File: src/logic/lsm_pkg.sv
package lsm_pkg;
  localparam int          REG_W           = 32;
  localparam int          NREG            = 16;
  localparam int          IDX_W           = 4;
  localparam logic [3:0]  SP_IDX          = 4'hd;
  localparam logic [3:0]  LR_IDX          = 4'he;
  localparam logic [3:0]  PC_IDX          = 4'hf;
  localparam logic [31:0] WORD_STEP       = 32'h0000_0004;
  localparam logic [31:0] WORD_ALIGN_MASK = 32'hffff_fffc;
  localparam logic [31:0] HALF_ALIGN_MASK = 32'hffff_fffe;
  localparam logic [11:0] LIT_OFF_MAX     = 12'hfff;
  localparam logic [11:0] PAIR_OFF_MAX    = 12'h3fc;
  localparam logic [15:0] LIT_FIRST_SLOT  = 16'h0001;
  localparam logic [15:0] LIT_PAIR_SLOTS  = 16'h0003;
  localparam logic [15:0] LIT_SECOND_SLOT = 16'h0002;

  typedef enum logic [2:0] {
    op_literal_load, op_literal_pair, op_load_multiple,
    op_store_multiple, op_stack_save, op_stack_restore
  } op_t;

  typedef enum logic [2:0] {
    mode_default, increment_after_mode, decrement_before_mode,
    full_descending_pop_alias, empty_ascending_pop_alias,
    empty_ascending_store_alias, full_descending_store_alias
  } mode_t;

  typedef enum logic [2:0] {
    unsigned_byte_type, signed_byte_type, unsigned_half_type,
    signed_half_type, word_type
  } ld_type_t;

  typedef struct packed {
    op_t             op;
    mode_t           mode;
    ld_type_t        ld_type;
    logic [3:0]      base_idx;
    logic            writeback;
    logic [15:0]     reg_list;
    logic [3:0]      target_idx;
    logic [3:0]      target2_idx;
    logic            off_neg;
    logic [11:0]     off_mag;
    logic [31:0]     pc;
    logic [31:0]     base_val;
  } cmd_t;

  typedef struct packed {
    logic [31:0] addr;
    logic        write;
    logic [31:0] wdata;
  } mem_req_t;

  typedef struct packed {
    logic        en;
    logic [3:0]  idx;
    logic [31:0] data;
  } rf_wr_t;

  // Aliases have encodings of their own and map onto the plain ascending and descending forms
  function automatic logic mode_ascending(input mode_t m);
    case (m)
      decrement_before_mode, empty_ascending_pop_alias,
      full_descending_store_alias: mode_ascending = 1'b0;
      default:                     mode_ascending = 1'b1;
    endcase
  endfunction : mode_ascending
endpackage : lsm_pkg

File: src/logic/reg_pick.sv
`timescale 1ns/100ps
module reg_pick
  import lsm_pkg::*;
#(
  parameter int N = 16
) (
  input  wire logic [N-1:0]           mask,
  input  wire logic                   ascending,
  output logic      [$clog2(N)-1:0]   idx
);
  logic [N:0]   below;
  logic [N:0]   above;
  logic [N-1:0] onehot;

  // Ripple chains mark set bits on either side of each position
  assign below[0] = 1'b0;
  assign above[N] = 1'b0;
  genvar i;
  generate
    for (i = 0; i < N; i++) begin : g_bit
      assign below[i+1] = below[i] | mask[i];
      assign above[i]   = above[i+1] | mask[i];
      assign onehot[i]  = ascending ? (mask[i] & ~below[i]) : (mask[i] & ~above[i+1]);
    end
  endgenerate

  // Encode the single selected bit
  always_comb begin
    idx = '0;
    for (int k = 0; k < N; k++) begin
      if (onehot[k]) begin
        idx = idx | k[$clog2(N)-1:0];
      end
    end
  end
endmodule : reg_pick

File: src/logic/load_extend.sv
`timescale 1ns/100ps
module load_extend
  import lsm_pkg::*;
(
  input  wire logic [31:0] rdata,
  input  wire logic [1:0]  lane,
  input  wire ld_type_t    ld_type,
  output logic      [31:0] ext
);
  logic [31:0] shifted;

  // Bring the addressed byte or half down to bit 0
  assign shifted = rdata >> {lane, 3'b000};

  // Zero or sign extension chosen by the load type
  always_comb begin
    case (ld_type)
      unsigned_byte_type: ext = {24'h00_0000, shifted[7:0]};
      signed_byte_type:   ext = {{24{shifted[7]}}, shifted[7:0]};
      unsigned_half_type: ext = {16'h0000, shifted[15:0]};
      signed_half_type:   ext = {{16{shifted[15]}}, shifted[15:0]};
      default:            ext = rdata;
    endcase
  end
endmodule : load_extend

File: src/logic/load_store_multiple_address_gen.sv
`timescale 1ns/100ps
module load_store_multiple_address_gen
  import lsm_pkg::*;
(
  input  wire logic        clock,
  input  wire logic        rst_n,
  input  wire logic        clk_en,
  input  wire logic        cmd_valid,
  input  wire cmd_t        cmd,
  output logic             cmd_ready_r,
  output logic             illegal_r,
  output logic             mem_req_valid_r,
  output mem_req_t         mem_req_r,
  input  wire logic        mem_ack,
  input  wire logic [31:0] mem_rdata,
  output logic      [3:0]  rf_rd_idx_r,
  input  wire logic [31:0] rf_rd_data,
  output rf_wr_t           rf_wr_r,
  output logic             branch_valid_r,
  output logic      [31:0] branch_target_r,
  output logic             flags_we_r
);
  typedef enum logic [2:0] {st_idle, st_read, st_issue, st_wait, st_wb} state_t;

  state_t      state_r;
  logic [15:0] rem_r;
  logic        asc_r;
  logic        load_r;
  logic        lit_r;
  ld_type_t    ld_type_r;
  logic [3:0]  target_r;
  logic [3:0]  target2_r;
  logic [3:0]  base_idx_r;
  logic        wb_r;
  logic [31:0] addr_r;
  logic [31:0] last_addr_r;
  logic [3:0]  cur_idx_r;
  logic        pc_hit_r;

  logic        accept;
  logic        is_lit;
  logic        is_stack;
  logic        cmd_load;
  logic        cmd_asc;
  logic        bad;
  logic [3:0]  cmd_base_idx;
  logic        cmd_wb;
  logic [31:0] pc_aligned;
  logic [31:0] lit_addr;
  logic [3:0]  pick_idx;
  logic [3:0]  cur_idx;
  logic [15:0] cur_mask;
  logic [15:0] rem_left;
  logic [31:0] ext_data;
  logic        ack;

  assign accept = cmd_valid && cmd_ready_r;
  assign ack    = mem_ack && mem_req_valid_r && state_r == st_wait;

  // Command decode; stack forms are fixed to the stack pointer with write-back
  always_comb begin
    is_lit       = cmd.op == op_literal_load || cmd.op == op_literal_pair;
    is_stack     = cmd.op == op_stack_save || cmd.op == op_stack_restore;
    cmd_load     = cmd.op != op_store_multiple && cmd.op != op_stack_save;
    cmd_base_idx = is_stack ? SP_IDX : cmd.base_idx;
    cmd_wb       = is_stack ? 1'b1 : cmd.writeback;
    case (cmd.op)
      op_stack_save:    cmd_asc = 1'b0;
      op_stack_restore: cmd_asc = 1'b1;
      op_literal_load,
      op_literal_pair:  cmd_asc = 1'b1;
      default:          cmd_asc = mode_ascending(cmd.mode);
    endcase
    pc_aligned = cmd.pc & WORD_ALIGN_MASK;
    lit_addr   = cmd.off_neg ? pc_aligned - {20'h0_0000, cmd.off_mag}
                             : pc_aligned + {20'h0_0000, cmd.off_mag};
  end

  // Encodings the core must never hand over are refused without any access
  always_comb begin
    bad = 1'b0;
    case (cmd.op)
      op_literal_load: begin
        bad = cmd.ld_type != word_type
              && (cmd.target_idx == SP_IDX || cmd.target_idx == PC_IDX);
        bad = bad || cmd.off_mag > LIT_OFF_MAX;
      end
      op_literal_pair: begin
        bad = cmd.off_mag > PAIR_OFF_MAX || cmd.off_mag[1:0] != 2'b00;
        bad = bad || cmd.target2_idx == SP_IDX || cmd.target2_idx == PC_IDX
              || cmd.target2_idx == cmd.target_idx
              || cmd.target_idx == SP_IDX || cmd.target_idx == PC_IDX;
      end
      default: begin
        bad = cmd.reg_list == 16'h0000;
        bad = bad || cmd.reg_list[SP_IDX] || cmd_base_idx == PC_IDX;
        bad = bad || (cmd_wb && cmd.reg_list[cmd_base_idx]);
        bad = bad || (!cmd_load && cmd.reg_list[PC_IDX]);
        bad = bad || (cmd_load && cmd.reg_list[PC_IDX]
                      && cmd.reg_list[LR_IDX]);
      end
    endcase
  end

  // Next register: lowest remaining when ascending, highest when descending
  reg_pick #(
    .N (NREG)
  ) u_pick (
    .mask      (rem_r),
    .ascending (asc_r),
    .idx       (pick_idx)
  );

  // Literal pairs walk two slots: first target, then second
  always_comb begin
    if (lit_r) begin
      cur_idx  = rem_r[0] ? target_r : target2_r;
      cur_mask = rem_r[0] ? LIT_FIRST_SLOT : LIT_SECOND_SLOT;
    end else begin
      cur_idx  = pick_idx;
      cur_mask = 16'h0001 << pick_idx;
    end
  end

  // Drop the slot just served; its mask is stable from read to ack
  assign rem_left = rem_r & ~cur_mask;

  // Sign or zero extension only for literal loads; multiples are words
  load_extend u_ext (
    .rdata   (mem_rdata),
    .lane    (mem_req_r.addr[1:0]),
    .ld_type (lit_r ? ld_type_r : word_type),
    .ext     (ext_data)
  );

  // Sequencer and per-command context
  always_ff @(posedge clock or negedge rst_n) begin
    if (!rst_n) begin
      state_r     <= st_idle;
      rem_r       <= 16'h0000;
      asc_r       <= 1'b1;
      load_r      <= 1'b0;
      lit_r       <= 1'b0;
      ld_type_r   <= word_type;
      target_r    <= 4'h0;
      target2_r   <= 4'h0;
      base_idx_r  <= 4'h0;
      wb_r        <= 1'b0;
      addr_r      <= 32'h0000_0000;
      last_addr_r <= 32'h0000_0000;
      cur_idx_r   <= 4'h0;
      cmd_ready_r <= 1'b0;
    end else if (clk_en) begin
      case (state_r)
        st_idle: begin
          cmd_ready_r <= 1'b1;
          if (accept && !bad) begin
            cmd_ready_r <= 1'b0;
            state_r     <= st_read;
            lit_r       <= is_lit;
            load_r      <= cmd_load;
            asc_r       <= cmd_asc;
            ld_type_r   <= cmd.op == op_literal_pair ? word_type : cmd.ld_type;
            target_r    <= cmd.target_idx;
            target2_r   <= cmd.target2_idx;
            base_idx_r  <= cmd_base_idx;
            wb_r        <= !is_lit && cmd_wb;
            addr_r      <= is_lit ? lit_addr : cmd.base_val;
            case (cmd.op)
              op_literal_load: rem_r <= LIT_FIRST_SLOT;
              op_literal_pair: rem_r <= LIT_PAIR_SLOTS;
              default:         rem_r <= cmd.reg_list;
            endcase
          end
        end
        st_read: begin
          cur_idx_r <= cur_idx;
          state_r   <= st_issue;
        end
        st_issue: begin
          state_r <= st_wait;
        end
        st_wait: begin
          if (ack) begin
            rem_r       <= rem_left;
            last_addr_r <= mem_req_r.addr;
            addr_r      <= asc_r ? addr_r + WORD_STEP
                                 : addr_r - WORD_STEP;
            state_r     <= rem_left == 16'h0000 ? st_wb : st_read;
          end
        end
        st_wb: begin
          state_r     <= st_idle;
          cmd_ready_r <= 1'b1;
        end
        default: state_r <= st_idle;
      endcase
    end
  end

  // Memory request; store data is read one cycle after the index is set
  always_ff @(posedge clock or negedge rst_n) begin
    if (!rst_n) begin
      mem_req_valid_r <= 1'b0;
      mem_req_r       <= '0;
      rf_rd_idx_r     <= 4'h0;
    end else if (clk_en) begin
      if (state_r == st_read) begin
        rf_rd_idx_r <= cur_idx;
      end
      if (state_r == st_issue) begin
        mem_req_valid_r <= 1'b1;
        mem_req_r.addr  <= addr_r;
        mem_req_r.write <= !load_r;
        mem_req_r.wdata <= rf_rd_data;
      end else if (ack) begin
        mem_req_valid_r <= 1'b0;
      end
    end
  end

  // Register write port: loaded data, then the base write-back
  always_ff @(posedge clock or negedge rst_n) begin
    if (!rst_n) begin
      rf_wr_r <= '0;
    end else if (clk_en) begin
      rf_wr_r.en <= 1'b0;
      if (ack && load_r && cur_idx_r != PC_IDX) begin
        rf_wr_r.en   <= 1'b1;
        rf_wr_r.idx  <= cur_idx_r;
        rf_wr_r.data <= ext_data;
      end else if (state_r == st_wb && wb_r) begin
        rf_wr_r.en   <= 1'b1;
        rf_wr_r.idx  <= base_idx_r;
        rf_wr_r.data <= last_addr_r;
      end
    end
  end

  // A loaded counter waits for the write-back state, then branches once, in the same cycle as the base write
  always_ff @(posedge clock or negedge rst_n) begin
    if (!rst_n) begin
      pc_hit_r        <= 1'b0;
      branch_valid_r  <= 1'b0;
      branch_target_r <= 32'h0000_0000;
    end else if (clk_en) begin
      branch_valid_r <= 1'b0;
      if (ack && load_r && cur_idx_r == PC_IDX) begin
        pc_hit_r        <= 1'b1;
        branch_target_r <= ext_data & HALF_ALIGN_MASK;
      end else if (state_r == st_wb) begin
        pc_hit_r       <= 1'b0;
        branch_valid_r <= pc_hit_r;
      end
    end
  end

  // Refusal pulse; flags port stays idle since nothing here sets flags
  always_ff @(posedge clock or negedge rst_n) begin
    if (!rst_n) begin
      illegal_r  <= 1'b0;
      flags_we_r <= 1'b0;
    end else if (clk_en) begin
      illegal_r  <= accept && bad;
      flags_we_r <= 1'b0;
    end
  end

  // Checks; in those disabled on !clk_en a frozen cycle abandons any attempt in flight
  AST_NO_FLAGS: assert property (@(posedge clock) disable iff (!rst_n)
    (state_r != st_idle) |-> !flags_we_r)
    else $error("flag write during a transfer");

  AST_LIT_ADDR: assert property (@(posedge clock) disable iff (!rst_n || !clk_en)
    (accept && !bad && is_lit) |-> ##3 (mem_req_valid_r && mem_req_r.addr == $past(lit_addr, 3)))
    else $error("literal address not aligned counter plus offset");

  AST_STEP_UP: assert property (@(posedge clock) disable iff (!rst_n || !clk_en)
    (ack && asc_r && rem_left != 16'h0000)
      |-> ##3 (mem_req_r.addr == $past(mem_req_r.addr, 3) + WORD_STEP))
    else $error("ascending step is not four bytes");

  AST_STEP_DOWN: assert property (@(posedge clock) disable iff (!rst_n || !clk_en)
    (ack && !asc_r && rem_left != 16'h0000)
      |-> ##3 (mem_req_r.addr == $past(mem_req_r.addr, 3) - WORD_STEP))
    else $error("descending step is not four bytes");

  AST_ASC_ORDER: assert property (@(posedge clock) disable iff (!rst_n)
    (state_r == st_wait && asc_r && !lit_r)
      |-> ((rem_r & ((16'h0001 << cur_idx_r) - 16'h0001)) == 16'h0000))
    else $error("lower register left behind in ascending walk");

  AST_DESC_ORDER: assert property (@(posedge clock) disable iff (!rst_n)
    (state_r == st_wait && !asc_r)
      |-> ((rem_r & ~((16'h0002 << cur_idx_r) - 16'h0001)) == 16'h0000))
    else $error("higher register left behind in descending walk");

  AST_WB: assert property (@(posedge clock) disable iff (!rst_n || !clk_en)
    (state_r == st_wb && wb_r) |=> (rf_wr_r.en && rf_wr_r.idx == $past(base_idx_r)
                                    && rf_wr_r.data == $past(last_addr_r)))
    else $error("write-back value or register wrong");

  AST_BRANCH: assert property (@(posedge clock) disable iff (!rst_n)
    branch_valid_r |-> (branch_target_r[0] == 1'b0 && $past(state_r) == st_wb))
    else $error("branch target not halfword aligned");

  AST_SB_EXT: assert property (@(posedge clock) disable iff (!rst_n)
    (rf_wr_r.en && lit_r && ld_type_r == signed_byte_type && state_r != st_idle)
      |-> (rf_wr_r.data[31:8] == {24{rf_wr_r.data[7]}}))
    else $error("signed byte not sign extended");

  AST_STACK_BASE: assert property (@(posedge clock) disable iff (!rst_n || !clk_en)
    (accept && !bad && is_stack) |=> (base_idx_r == SP_IDX && wb_r))
    else $error("stack form not based on stack pointer");

  AST_SH_EXT: assert property (@(posedge clock) disable iff (!rst_n)
    (rf_wr_r.en && lit_r && ld_type_r == signed_half_type && state_r != st_idle)
      |-> (rf_wr_r.data[31:16] == {16{rf_wr_r.data[15]}}))
    else $error("signed half not sign extended");

  AST_UB_EXT: assert property (@(posedge clock) disable iff (!rst_n)
    (rf_wr_r.en && lit_r && ld_type_r == unsigned_byte_type && state_r != st_idle)
      |-> (rf_wr_r.data[31:8] == 24'h00_0000))
    else $error("unsigned byte not zero extended");

  AST_REFUSE: assert property (@(posedge clock) disable iff (!rst_n || !clk_en)
    (accept && bad) |=> (illegal_r && cmd_ready_r && !mem_req_valid_r))
    else $error("refused command started a transfer");

  AST_PC_NOT_WRITTEN: assert property (@(posedge clock) disable iff (!rst_n || !clk_en)
    (ack && load_r && cur_idx_r == PC_IDX) |=> !rf_wr_r.en)
    else $error("loaded counter went to the register file");

  AST_STORE_NO_PC: assert property (@(posedge clock) disable iff (!rst_n)
    (state_r == st_wait && !load_r) |-> (cur_idx_r != PC_IDX))
    else $error("counter stored by a multiple store");

  COV_PAIR: cover property (@(posedge clock) disable iff (!rst_n)
    accept && !bad && cmd.op == op_literal_pair);
  COV_SAVE: cover property (@(posedge clock) disable iff (!rst_n)
    state_r == st_wb && wb_r && !asc_r);
  COV_POP_PC: cover property (@(posedge clock) disable iff (!rst_n)
    branch_valid_r && !lit_r);
  COV_LIT_BRANCH: cover property (@(posedge clock) disable iff (!rst_n)
    branch_valid_r && lit_r);
  COV_DESC_LOAD: cover property (@(posedge clock) disable iff (!rst_n)
    state_r == st_wb && load_r && !asc_r);
endmodule : load_store_multiple_address_gen

File: config.mk
export PLATFORM = sky130hd
export DESIGN_NAME = load_store_multiple_address_gen
export DESIGN_NICKNAME = d
export VERILOG_FILES = /design/src/logic/lsm_pkg.sv /design/src/logic/reg_pick.sv /design/src/logic/load_extend.sv /design/src/logic/load_store_multiple_address_gen.sv
export SDC_FILE = /design/constraint.sdc
export NUM_CORES = 1
export LEC_CHECK = 0
export ABC_CLOCK_PERIOD_IN_PS = 9900
export BUFFER_PORTS_ARGS = -buffer_cell sky130_fd_sc_hd__buf_2
export CAP_MARGIN = 0
export CORE_MARGIN = 1.5
export CORE_UTILIZATION = 30
export DETAILED_ROUTE_END_ITERATION = 16
export GPL_TIMING_DRIVEN = 1
export PLACE_DENSITY = 0.6
export SLEW_MARGIN = 10
export SYNTH_ARGS = -nofsm -noshare
export SYNTH_HDL_FRONTEND = slang
export SYNTH_SLANG_ARGS = --single-unit
export TNS_END_PERCENT = 10
File: constraint.sdc
create_clock -name clock -period 9.9 [get_ports clock]
set_clock_uncertainty 0.2 [all_clocks]
set_input_delay 0.495 -clock clock [delete_from_list [all_inputs] [get_ports clock]]
set_output_delay 0.495 -clock clock [all_outputs]
set_load 0.01 [all_outputs]
# Yosys cells after proc, flatten, opt, wreduce, memory -nomap -nowiden
# Cells that the tools add are included.
# word_totals
out_inout_bits	143
in_bits	184
elab_cells	274
regBits	244
# op_classes
n_reduce_logical	59
eq_ne	26
bitwise_logic	87
shifts	2
magnitude_cmp	3
n_mux	68
n_addsub	4
# op_table
op	count
32-bit 2-to-1 mux	5
32-bit case mux with 4 select lines	1
37-bit 2-to-1 mux	2
16-bit case mux with 2 select lines	2
32-bit case mux with 2 select lines	1
16-bit 2-to-1 mux	3
4-bit 2-to-1 mux	11
32-bit by 12-bit adder with 32-bit output	1
32-bit by 3-bit adder with 32-bit output, second input constant	1
16-bit logical NOT	2
32-bit by 5-bit right shift with 16-bit output	1
32-bit by 12-bit subtractor with 32-bit output	1
32-bit by 3-bit subtractor with 32-bit output, second input constant	1
1-bit bitwise AND	29
1-bit inverter	29
3-bit 2-to-1 mux	9
1-bit bitwise OR	27
1-bit 2-to-1 mux	26
4-bit == test, second input constant	6
16-bit bitwise AND	1
1-bit logical AND	16
16-bit inverter	1
1-bit by 4-bit left shift with 16-bit output, first input constant	1
3-bit by 2-bit == test with 1-bit output, second input constant	5
other kinds (22)	67

# Logic depth before layout (Yosys ltp)
# Gate-level depths: netlist (run 1).
# depth
ltp_word	39
mapped_depth	12
depth_no_buf	12

# By module
# From an unflattened synthesis (run 1), not the netlist that was laid out.
# hier_totals
cells_unflattened	1813
hier_area_um2	15108.2
# by_module_without_submodules
module	cells_each	instances	area_per_inst_um2	seq_area_each_um2
load_store_multiple_address_gen	1650	1	14052.2	6108.4
load_extend	108	1	703.2	0.0
reg_pick	55	1	352.8	0.0

# Least setup slack after synthesis (run 1)
# Ideal clock, no wire load.
# synth_path
path_type	reg2reg
startpoint	register asc_r
endpoint	register addr_r[30]
t_arrival_ns	3.204
path_stages_with_launch	12
path_buffers	0
required_time_ns	9.569
path_slack_ns	6.364
period_less_slack_ns	3.536
setup_time_ns	0.131
cell_sequence	dfstp_2 -> inv_1 -> fa_1 -> a21o_1 -> nand4_1 -> nand2_1 -> a311oi_1 -> o31ai_1 -> and2_1 -> a211oi_1 -> nor4_1 -> or3_1
# synth_via
elab_chain_cells	3
# synth_lines
item	line_no	source
start: declaration	load_store_multiple_address_gen.sv:27	logic asc_r;
start signal: assignment	load_store_multiple_address_gen.sv:162	asc_r <= cmd_asc;
32-bit 2-to-1 mux	load_store_multiple_address_gen.sv:187	addr_r <= asc_r ? addr_r + WORD_STEP
32-bit 2-to-1 mux	load_store_multiple_address_gen.sv:184	if (ack) begin
32-bit case mux with 2 select lines	load_store_multiple_address_gen.sv:154	case (state_r)
end signal: assignment	load_store_multiple_address_gen.sv:168	addr_r <= is_lit ? lit_addr : cmd.base_val;
end signal: assignment	load_store_multiple_address_gen.sv:187	
end: declaration	load_store_multiple_address_gen.sv:35	logic [31:0] addr_r;
# No other way between the ends. The select of a mux whose other input is x is not followed.
# A chain may end at the register's enable or synchronous reset.

# Worst setup path after layout (run 1)
# layout_path
startpoint	register asc_r
endpoint	register state_r[0]
# layout_via
elab_chain_cells	24
word_cells_on_any_way	38
cone_classes	shift: 1; mux: 34; bitwise: 2; reduce/logical: 1
# layout_lines
item	line_no	source
1-bit 2-to-1 mux	reg_pick.sv:23	assign onehot[i] = ascending ? (mask[i] & ~below[i]) : (mask[i] & ~above[i+1]);
1-bit 2-to-1 mux	reg_pick.sv:31	if (onehot[k]) begin
2-bit 2-to-1 mux (2 in a row)	reg_pick.sv:31	
3-bit 2-to-1 mux (4 in a row)	reg_pick.sv:31	
4-bit 2-to-1 mux (7 in a row)	reg_pick.sv:31	
4-bit 2-to-1 mux (*)	reg_pick.sv:31	
1-bit by 4-bit left shift with 16-bit output (*)	load_store_multiple_address_gen.sv:121	cur_mask = 16'h0001 << pick_idx;
16-bit 2-to-1 mux (*)	load_store_multiple_address_gen.sv:116	if (lit_r) begin
16-bit inverter (*)	load_store_multiple_address_gen.sv:126	assign rem_left = rem_r & ~cur_mask;
16-bit bitwise AND (*)	load_store_multiple_address_gen.sv:126	
16-bit logical NOT (*)	load_store_multiple_address_gen.sv:189	state_r <= rem_left == 16'h0000 ? st_wb : st_read;
3-bit 2-to-1 mux (*)	load_store_multiple_address_gen.sv:189	
3-bit 2-to-1 mux (*)	load_store_multiple_address_gen.sv:184	
3-bit case mux with 4 select lines (*)	load_store_multiple_address_gen.sv:154	
end signal: assignment	load_store_multiple_address_gen.sv:159	state_r <= st_read;
end signal: assignment	load_store_multiple_address_gen.sv:189	
end signal: assignment	load_store_multiple_address_gen.sv:193	state_r <= st_idle;
end: declaration	load_store_multiple_address_gen.sv:25	state_t state_r;
# Mark *: on every way between the ends. The rest lies on a longest branch, timed or not. The select of a mux whose other input is x is not followed.

==> impl_metrics.env, run 1 <==
export IMPL_synthesis_yosys_warnings=0
export IMPL_cap_viol_max_count=0
export IMPL_worst_setup_path_type="register to register"
export IMPL_finalWorstSetupSlack_ns=5.45
export IMPL_die_x_um=228
export IMPL_critical_path_peak_fanout=22
export IMPL_vias_in_the_first_global_route=14000
export IMPL_detailed_placement_hpwl_mm=39.2
export IMPL_unique_cell_type_count_in_the_yosys_netlist=85
export IMPL_drt_first_iter_violations=1070
export IMPL_rows=82
export IMPL_timing_rr_start="asc_r"
export IMPL_post_synth_top_area_cell="sky130_fd_sc_hd__dfrtp_1"
export IMPL_cp_slowest_cell="sky130_fd_sc_hd__nor3_1"
export IMPL_first_pass_iters=5
export IMPL_critical_path_cell_chain="inv_1, buf_4, o21ai_1, o31ai_1, or4_4, nor3_1, nand3b_1, o22a_1, nor4_2, o211ai_1"
export IMPL_finalSetupViolations=0
export IMPL_summed_negative_setup_slack_over_all_endpoints_ns=0
export IMPL_cts_path_max_buffers=3
export IMPL_final_core_utilization_pct=37.4
export IMPL_stdcell_count=2753
export IMPL_maxSlewViolCount=0
export IMPL_cts_buffers=27
export IMPL_grt_start_max_net_pins=122
export IMPL_synth_commonest_cells="sky130_fd_sc_hd__nand2_1 (262), sky130_fd_sc_hd__dfrtp_1 (242), sky130_fd_sc_hd__nor2_1 (148)"
export IMPL_core_area_um2=50000
export IMPL_starting_density_of_the_core_pct=30.3
export IMPL_cts_sinks=244
export IMPL_postSynthCellCount=1740
export IMPL_die_area_um2=51800
export IMPL_max_vdd_ir_drop_uv=151
export IMPL_die_h_um=228
export IMPL_power_density_nw_per_um2=296
export IMPL_dpl_cell_area_um2=17400
export IMPL_gr_usage_met2_pct=31.1
export IMPL_io_buffer_count=322
export IMPL_min_delay_start="cmd[94]"
export IMPL_detail_route_wirelength_mm=52.5
export IMPL_timing_hold_worst_class="primary input to register"
export IMPL_power_switching_w=0.00247
export IMPL_worst_min_delay_path_endpoint="rem_r[9]"
export IMPL_flow_area_growth_from_synthesis_pct=23.5
export IMPL_postLayoutCellArea_um2=18700
export IMPL_nFillCells=5162
export IMPL_drt_vias_per_instance=5.24
export IMPL_top_usage_layer="met2"
export IMPL_synth_main_ff_cell="sky130_fd_sc_hd__dfrtp_1"
export IMPL_category_of_cells_accounting_for_the_largest_share_of_critical_path_delay="simple AND/OR/NAND/NOR gates"
export IMPL_dp_worst_setup_slack_ns=5.58
export IMPL_crit_buf_inv=2
export IMPL_power_static_leakage_nw=8.63
export IMPL_outcome="finished clean"
export IMPL_synth_async_reset_ratio_pct=100
export IMPL_clk_slew_on_worst_s_h_paths_ns=0.06
export IMPL_drt_wirelength_per_cell_um=19.1
export IMPL_ys_top_cells_by_area="sky130_fd_sc_hd__dfrtp_1 (40%), sky130_fd_sc_hd__nand2_1 (6.5%), sky130_fd_sc_hd__mux2_2 (6.1%)"
export IMPL_netSwitchingFraction_pct=44.6
export IMPL_global_route_usage_total_pct=19.8
export IMPL_relSlewSlack_pct=21.2
export IMPL_tightestPinTransition_ns=1.18
export IMPL_ios=327
export IMPL_post_synth_top_area_fraction_pct=40.0
export IMPL_synth_edff_count=0
export IMPL_power_report_internal_total_w=0.00307
export IMPL_crit_path_max_incr_delay_ns=0.78
export IMPL_global_route_overflow_total=0
export IMPL_nets=2294
export IMPL_grt_antenna_before_repair=2
export IMPL_htree_num_levels=1
export IMPL_worst_endpoint_arrival_ns=4.65
export IMPL_highest_clock_rate_ghz=0.225
export IMPL_final_hold_violation_count=0
export IMPL_grt_setup_unrepaired="no"
export IMPL_final_min_clock_period_ns=4.45
export IMPL_grt_pass1_wl_mm=81.9
export IMPL_weighted_congestion_at_the_end_of_routability_driven_global_placement=0.888
export IMPL_route_antenna_remaining_nets=0
export IMPL_post_place_cells=2658
export IMPL_global_route_usage_met3_pct=2.29
export IMPL_ff2ff_setup_slack_ns=5.45
export IMPL_routed_via_count=14400
export IMPL_global_route_usage_met1_pct=28.3
export IMPL_min_delay_path_depth=2
export IMPL_drcViolationCount=0
export IMPL_synth_most_common_cell="sky130_fd_sc_hd__nand2_1"
export IMPL_avgSynthCellArea_um2=8.71
export IMPL_share_clk_of_total_power_pct=17.8
export IMPL_yosysSeqAreaShare_pct=40.3
export IMPL_synth_seq_cells=244
export IMPL_layout_worst_path_cycle_share_pct=44.9
export IMPL_cts_tree="done"
export IMPL_cts_root_buf="sky130_fd_sc_hd__clkbuf_16"
export IMPL_clkLatencyLatePin_ns=0.55
export IMPL_cp_required_ns=10.11
export IMPL_element_type_at_the_critical_path_start="register"
export IMPL_endpoint_kind="register"
export IMPL_power_frac_seq_pct=31.5
export IMPL_r2r_cells=10
export IMPL_combPwrFrac_pct=50.7
export IMPL_drive_gt1_share_pct=24.5
export IMPL_worstReg2RegEnd="state_r[0]"
export IMPL_syn_cell_area_um2=15100
-- worst max path at each step --
stage	depth (start not counted)	slack, ns	endpoint	from
2_1_floorplan	11	6.36	addr_r[30]	asc_r
3_3_place_gp	10	5.65	state_r[0]	asc_r
3_5_place_dp	10	5.58	state_r[0]	asc_r
4_1_cts	10	5.55	state_r[0]	asc_r
5_1_grt	10	5.23	state_r[0]	asc_r
6_report	10	5.45	state_r[0]	asc_r
-- power by group through the flow --
stage	logic (W)	clock network (W)	registers (W)
after CTS	0.00279	0.00102	0.00174
after detailed placement	0.00276	0	0.00176
after global placement	0.00272	0	0.00174
final	0.00281	0.000989	0.00174
after global routing	0.00311	0.00105	0.00180
after floorplan	0.00192	0	0.00166
-- stage by stage --
stage	hold WS, ns	total power [W]
finish	0.0362	0.00554
global route	0.0168	0.00596
CTS	0.00621	0.00555
detailed placement	0.248	0.00451
global placement	0.245	0.00446
floorplan	-0.000591	0.00358
-- layer usage --
layer,wire (µm),vias up
li1,-,6921
met2,23300,545
met4,1470,0
met3,3200,71
met1,24600,6890
met5,0,-
-- cell usage in the layout (no fill, tap or decap), types with 9 or more instances in the layout --
cell                              n
sky130_fd_sc_hd__mux2i_1         27
sky130_fd_sc_hd__a21oi_1        134
sky130_fd_sc_hd__nand2_1        262
sky130_fd_sc_hd__nand3_1         30
sky130_fd_sc_hd__a22o_1          17
sky130_fd_sc_hd__and2_1          11
sky130_fd_sc_hd__o211ai_1        12
sky130_fd_sc_hd__inv_1           56
sky130_fd_sc_hd__or3_1           13
sky130_fd_sc_hd__o21a_1          11
sky130_fd_sc_hd__clkinv_2         9
sky130_fd_sc_hd__nand2b_1        13
sky130_fd_sc_hd__a21o_1          18
sky130_fd_sc_hd__buf_4           21
sky130_fd_sc_hd__o31ai_1         19
sky130_fd_sc_hd__o22ai_1         22
sky130_fd_sc_hd__o21ai_0        126
sky130_fd_sc_hd__or2_2           10
sky130_fd_sc_hd__a2bb2oi_1        9
sky130_fd_sc_hd__and3_1          14
sky130_fd_sc_hd__dlygate4sd3_1   44
sky130_fd_sc_hd__clkbuf_16       27
sky130_fd_sc_hd__a32oi_1          9
sky130_fd_sc_hd__nor2b_1         16
sky130_fd_sc_hd__a211oi_1        17
sky130_fd_sc_hd__mux2_2          82
sky130_fd_sc_hd__a31oi_1         20
sky130_fd_sc_hd__nor3_1          48
sky130_fd_sc_hd__nand4_1         13
sky130_fd_sc_hd__dfrtp_1        242
sky130_fd_sc_hd__buf_2          321
sky130_fd_sc_hd__nor2_1         147
sky130_fd_sc_hd__nor4_1          19
sky130_fd_sc_hd__xnor2_1         28
sky130_fd_sc_hd__ha_1            49
sky130_fd_sc_hd__xor2_1          21
-- flip-flops by register name, indices dropped and copies added, names as in the netlist, 3 cells and up --
name and cells:
rf_rd_idx_r 4, base_idx_r 4, rem_r 16, mem_req_r 65
target2_r 4, rf_wr_r 37, state_r 3, ld_type_r 3
target_r 4, last_addr_r 32, addr_r 32, branch_target_r 31
-- cell families (layout without fill, tap and decap cells) --
kind of cell             count (synthesis)  in the layout  share of synthesized area (%)
AND/OR/NAND/NOR                        635            635                           19.5
adder cells (fa/ha/maj)                 51             51                           4.31
AO/OA/AOI/OAI                          494            494                           20.9
flip-flops                             244            244                           40.3
multiplexers                           110            110                           8.03
XOR/XNOR                                49             49                           2.83
buffers and inverters                  156            494                           4.05
other                                    1              4                         0.0248
-- worst register-to-register path, stage by stage (launching register included) --
cell and delay [ns]:
sky130_fd_sc_hd__dfstp_2 0.73, sky130_fd_sc_hd__inv_1 0.34, sky130_fd_sc_hd__buf_4 0.34, sky130_fd_sc_hd__o21ai_1 0.12
sky130_fd_sc_hd__o31ai_1 0.10, sky130_fd_sc_hd__or4_4 0.57, sky130_fd_sc_hd__nor3_1 0.78, sky130_fd_sc_hd__nand3b_1 0.19
sky130_fd_sc_hd__o22a_1 0.24, sky130_fd_sc_hd__nor4_2 0.51, sky130_fd_sc_hd__o211ai_1 0.17
-- final cells by class --
cell class,count,area (µm²),share of cell area [%]
Multi-Input combinational cell,1341,8470,45.2
Sequential cell,244,6110,32.6
Clock buffer,35,726,3.88
Tap cell,672,841,4.49
Inverter,58,218,1.16
Antenna cell,2,5.00,0.0267
Timing Repair Buffer,387,2220,11.9
Clock inverter,14,129,0.689
-- timing repair --
action                                 4_1_cts  5_1_grt
resized for setup                            0        0
hold buffers                                44        0
buffers inserted                             0        0
endpoints found under the hold margin      163        0
(Power assumes the default switching activity.)
==> inputs of run 2 (changes only) <==
Settings changed: ABC_CLOCK_PERIOD_IN_PS 9900 to 4500.
Clock period 9.9 ns to 4.5 ns, I/O delays scaled along.
==> impl_metrics.env, run 2 (synthesis gave the netlist of run 1 again) <==
export IMPL_outcome="finished clean"
export IMPL_post_place_cells=2671
export IMPL_relSlewSlack_pct=22.8
export IMPL_global_route_usage_total_pct=20.4
export IMPL_drcViolationCount=0
export IMPL_top_register_by_number_of_flip_flops="mem_req_r"
export IMPL_final_min_clock_period_ns=4.01
export IMPL_r2r_cells=10
export IMPL_diode_insertion_count_for_antenna_repair=0
export IMPL_final_cell_mix="sky130_fd_sc_hd__buf_2 (321), sky130_fd_sc_hd__nand2_1 (262), sky130_fd_sc_hd__dfrtp_1 (242)"
export IMPL_grt_antenna_before_repair=0
export IMPL_power_frac_seq_pct=30.6
export IMPL_power_switching_w=0.00549
export IMPL_rows=82
export IMPL_stdcell_count=2834
export IMPL_cts_sinks=244
export IMPL_core_area_um2=50000
export IMPL_final_common_cell="sky130_fd_sc_hd__buf_2"
export IMPL_starting_density_of_the_core_pct=30.3
export IMPL_clk_slew_on_worst_s_h_paths_ns=0.06
export IMPL_power_static_leakage_nw=9.03
export IMPL_combPwrFrac_pct=50.6
export IMPL_worst_setup_path_endpoint="state_r[0]"
export IMPL_tightestPinTransition_ns=1.15
export IMPL_cp_required_ns=4.70
export IMPL_layout_worst_path_cycle_share_pct=89.1
export IMPL_ff2ff_setup_slack_ns=0.49
export IMPL_ios=327
export IMPL_power_density_nw_per_um2=638
export IMPL_layout_area_seq_um2=6110
export IMPL_category_of_cells_accounting_for_the_largest_share_of_critical_path_delay="compound AO/OA/AOI/OAI gates"
export IMPL_htree_num_levels=1
export IMPL_final_hold_violation_count=0
export IMPL_critical_path_cell_chain="buf_4, or4_4, nor3_1, o21a_1, a2111oi_1, a21bo_2, o41ai_1, nand4_1, nor4_2, o211ai_1"
export IMPL_drive_gt1_share_pct=24.1
export IMPL_worst_setup_path_type="register to register"
export IMPL_multi_input_comb_area_um2=8460
export IMPL_drt_vias_per_instance=5.27
export IMPL_cts_path_max_buffers=3
export IMPL_detailed_placement_hpwl_mm=40.4
export IMPL_routed_via_count=14900
export IMPL_grt_setup_unrepaired="no"
export IMPL_flow_area_growth_from_synthesis_pct=29.4
export IMPL_element_type_at_the_critical_path_start="register"
export IMPL_crit_buf_inv=1
export IMPL_route_antenna_remaining_nets=0
export IMPL_weighted_congestion_at_the_end_of_routability_driven_global_placement=0.885
export IMPL_largest_register_ff_count=65
export IMPL_grt_start_max_net_pins=129
export IMPL_grt_pass1_wl_mm=84.2
export IMPL_maxSlewViolCount=0
export IMPL_drt_wirelength_per_cell_um=19.3
export IMPL_max_vdd_ir_drop_uv=292
export IMPL_io_buffer_count=322
export IMPL_die_area_um2=51800
export IMPL_cts_buffers=27
export IMPL_worstSetupStartpoint="asc_r"
export IMPL_share_clk_of_total_power_pct=18.8
export IMPL_die_x_um=228
export IMPL_highest_clock_rate_ghz=0.249
export IMPL_netSwitchingFraction_pct=43.9
export IMPL_vias_in_the_first_global_route=14300
export IMPL_summed_negative_setup_slack_over_all_endpoints_ns=0
export IMPL_drt_first_iter_violations=1180
export IMPL_cts_root_buf="sky130_fd_sc_hd__clkbuf_16"
export IMPL_first_pass_iters=7
export IMPL_nets=2377
export IMPL_timing_rr_start="asc_r"
export IMPL_top_regs="mem_req_r: 65 flops, rf_wr_r: 37 flops"
export IMPL_power_report_internal_total_w=0.00701
export IMPL_cap_viol_max_count=0
export IMPL_clkLatencyLatePin_ns=0.54
export IMPL_critical_path_peak_fanout=12
export IMPL_endpoint_kind="register"
export IMPL_cts_tree="done"
export IMPL_detail_route_wirelength_mm=54.6
export IMPL_worstReg2RegEnd="state_r[0]"
export IMPL_nFillCells=5071
export IMPL_worst_endpoint_arrival_ns=4.21
export IMPL_crit_path_max_incr_delay_ns=0.97
export IMPL_path_depth=10
export IMPL_global_route_overflow_total=0
export IMPL_finalSetupViolations=0
export IMPL_timing_hold_worst_class="primary input to register"
export IMPL_die_h_um=228
export IMPL_cp_slowest_cell="sky130_fd_sc_hd__a2111oi_1"
run 2: cell count changes in the layout (fill, tap and decap cells not counted):
cell	previous run	this run
sky130_fd_sc_hd__a21oi_2	2	1
sky130_fd_sc_hd__bufinv_16	2	4
sky130_fd_sc_hd__a21oi_1	134	135
sky130_fd_sc_hd__diode_2	2	0
sky130_fd_sc_hd__clkbuf_8	2	5
sky130_fd_sc_hd__clkinv_2	9	3
sky130_fd_sc_hd__buf_4	21	33
sky130_fd_sc_hd__inv_6	1	0
sky130_fd_sc_hd__dlygate4sd3_1	44	114
sky130_fd_sc_hd__buf_12	0	1
sky130_fd_sc_hd__clkbuf_1	6	5
sky130_fd_sc_hd__clkinv_4	0	3
run 2: layout make-up:
type,count,area share (%)
inverter,58,1.11
clock buffer,37,3.89
sequential,244,31.2
timing repair buffer,470,15.5
clock inverter,12,0.900
tap,672,4.29
multi-input combinational,1341,43.2
run 2: power by group through the flow:
stage	combinational (W)	clock, W	sequential (W)
after floorplan	0.00422	0	0.00366
after global placement	0.00608	0	0.00382
after detailed placement	0.00616	0	0.00385
after CTS	0.00628	0.00241	0.00381
after global routing	0.00697	0.00249	0.00395
final	0.00632	0.00235	0.00383
run 2: routing by layer:
metal	track usage [%]	vias to the layer above	wire, µm
met3	2.15	79	3190
met2	33.0	591	24900
met4	5.25	0	1310
li1	-	7081	-
met1	28.9	7186	25100
met5	0	-	0
run 2: tightest hold or removal path, stage by stage:
cell                        delay (ns)
sky130_fd_sc_hd__buf_2            0.13
sky130_fd_sc_hd__a2bb2oi_1        0.16
sky130_fd_sc_hd__mux2i_1          0.12
sky130_fd_sc_hd__o21ai_0          0.08
run 2: per-stage QoR:
step	hold WS [ns]	utilization (%)	setup WS (ns)	total power (W)	instance area, µm²
2_1_floorplan	-0.271	-	0.964	0.00788	15200
3_3_place_gp	0.227	35.1	0.582	0.00990	17500
3_5_place_dp	0.235	35.1	0.535	0.0100	17500
4_1_cts	0.0000538	39.2	0.527	0.0125	19600
5_1_grt	0.0460	39.2	0.187	0.0134	19600
6_report	0.0218	39.2	0.491	0.0125	19600
run 2: worst min-delay path by stage:
stage / slack [ns] / endpoint / cells past startpoint / from
CTS: 0.00005 / addr_r[4] / 5 / cmd[4]
global placement: 0.23 / rf_wr_r[26] / 1 / rst_n
finish: 0.02 / rf_wr_r[12] / 4 / mem_rdata[12]
floorplan: -0.27 / addr_r[0] / 0 / rst_n
detailed placement: 0.24 / rf_wr_r[27] / 1 / rst_n
global route: 0.05 / rf_wr_r[12] / 4 / mem_rdata[12]
run 2: what timing repair did:
action,in CTS,in global routing
endpoints found under the hold margin,239,0
resized for setup,0,0
hold buffers,114,0
endpoints found under the setup margin,0,0
setup buffers,0,0
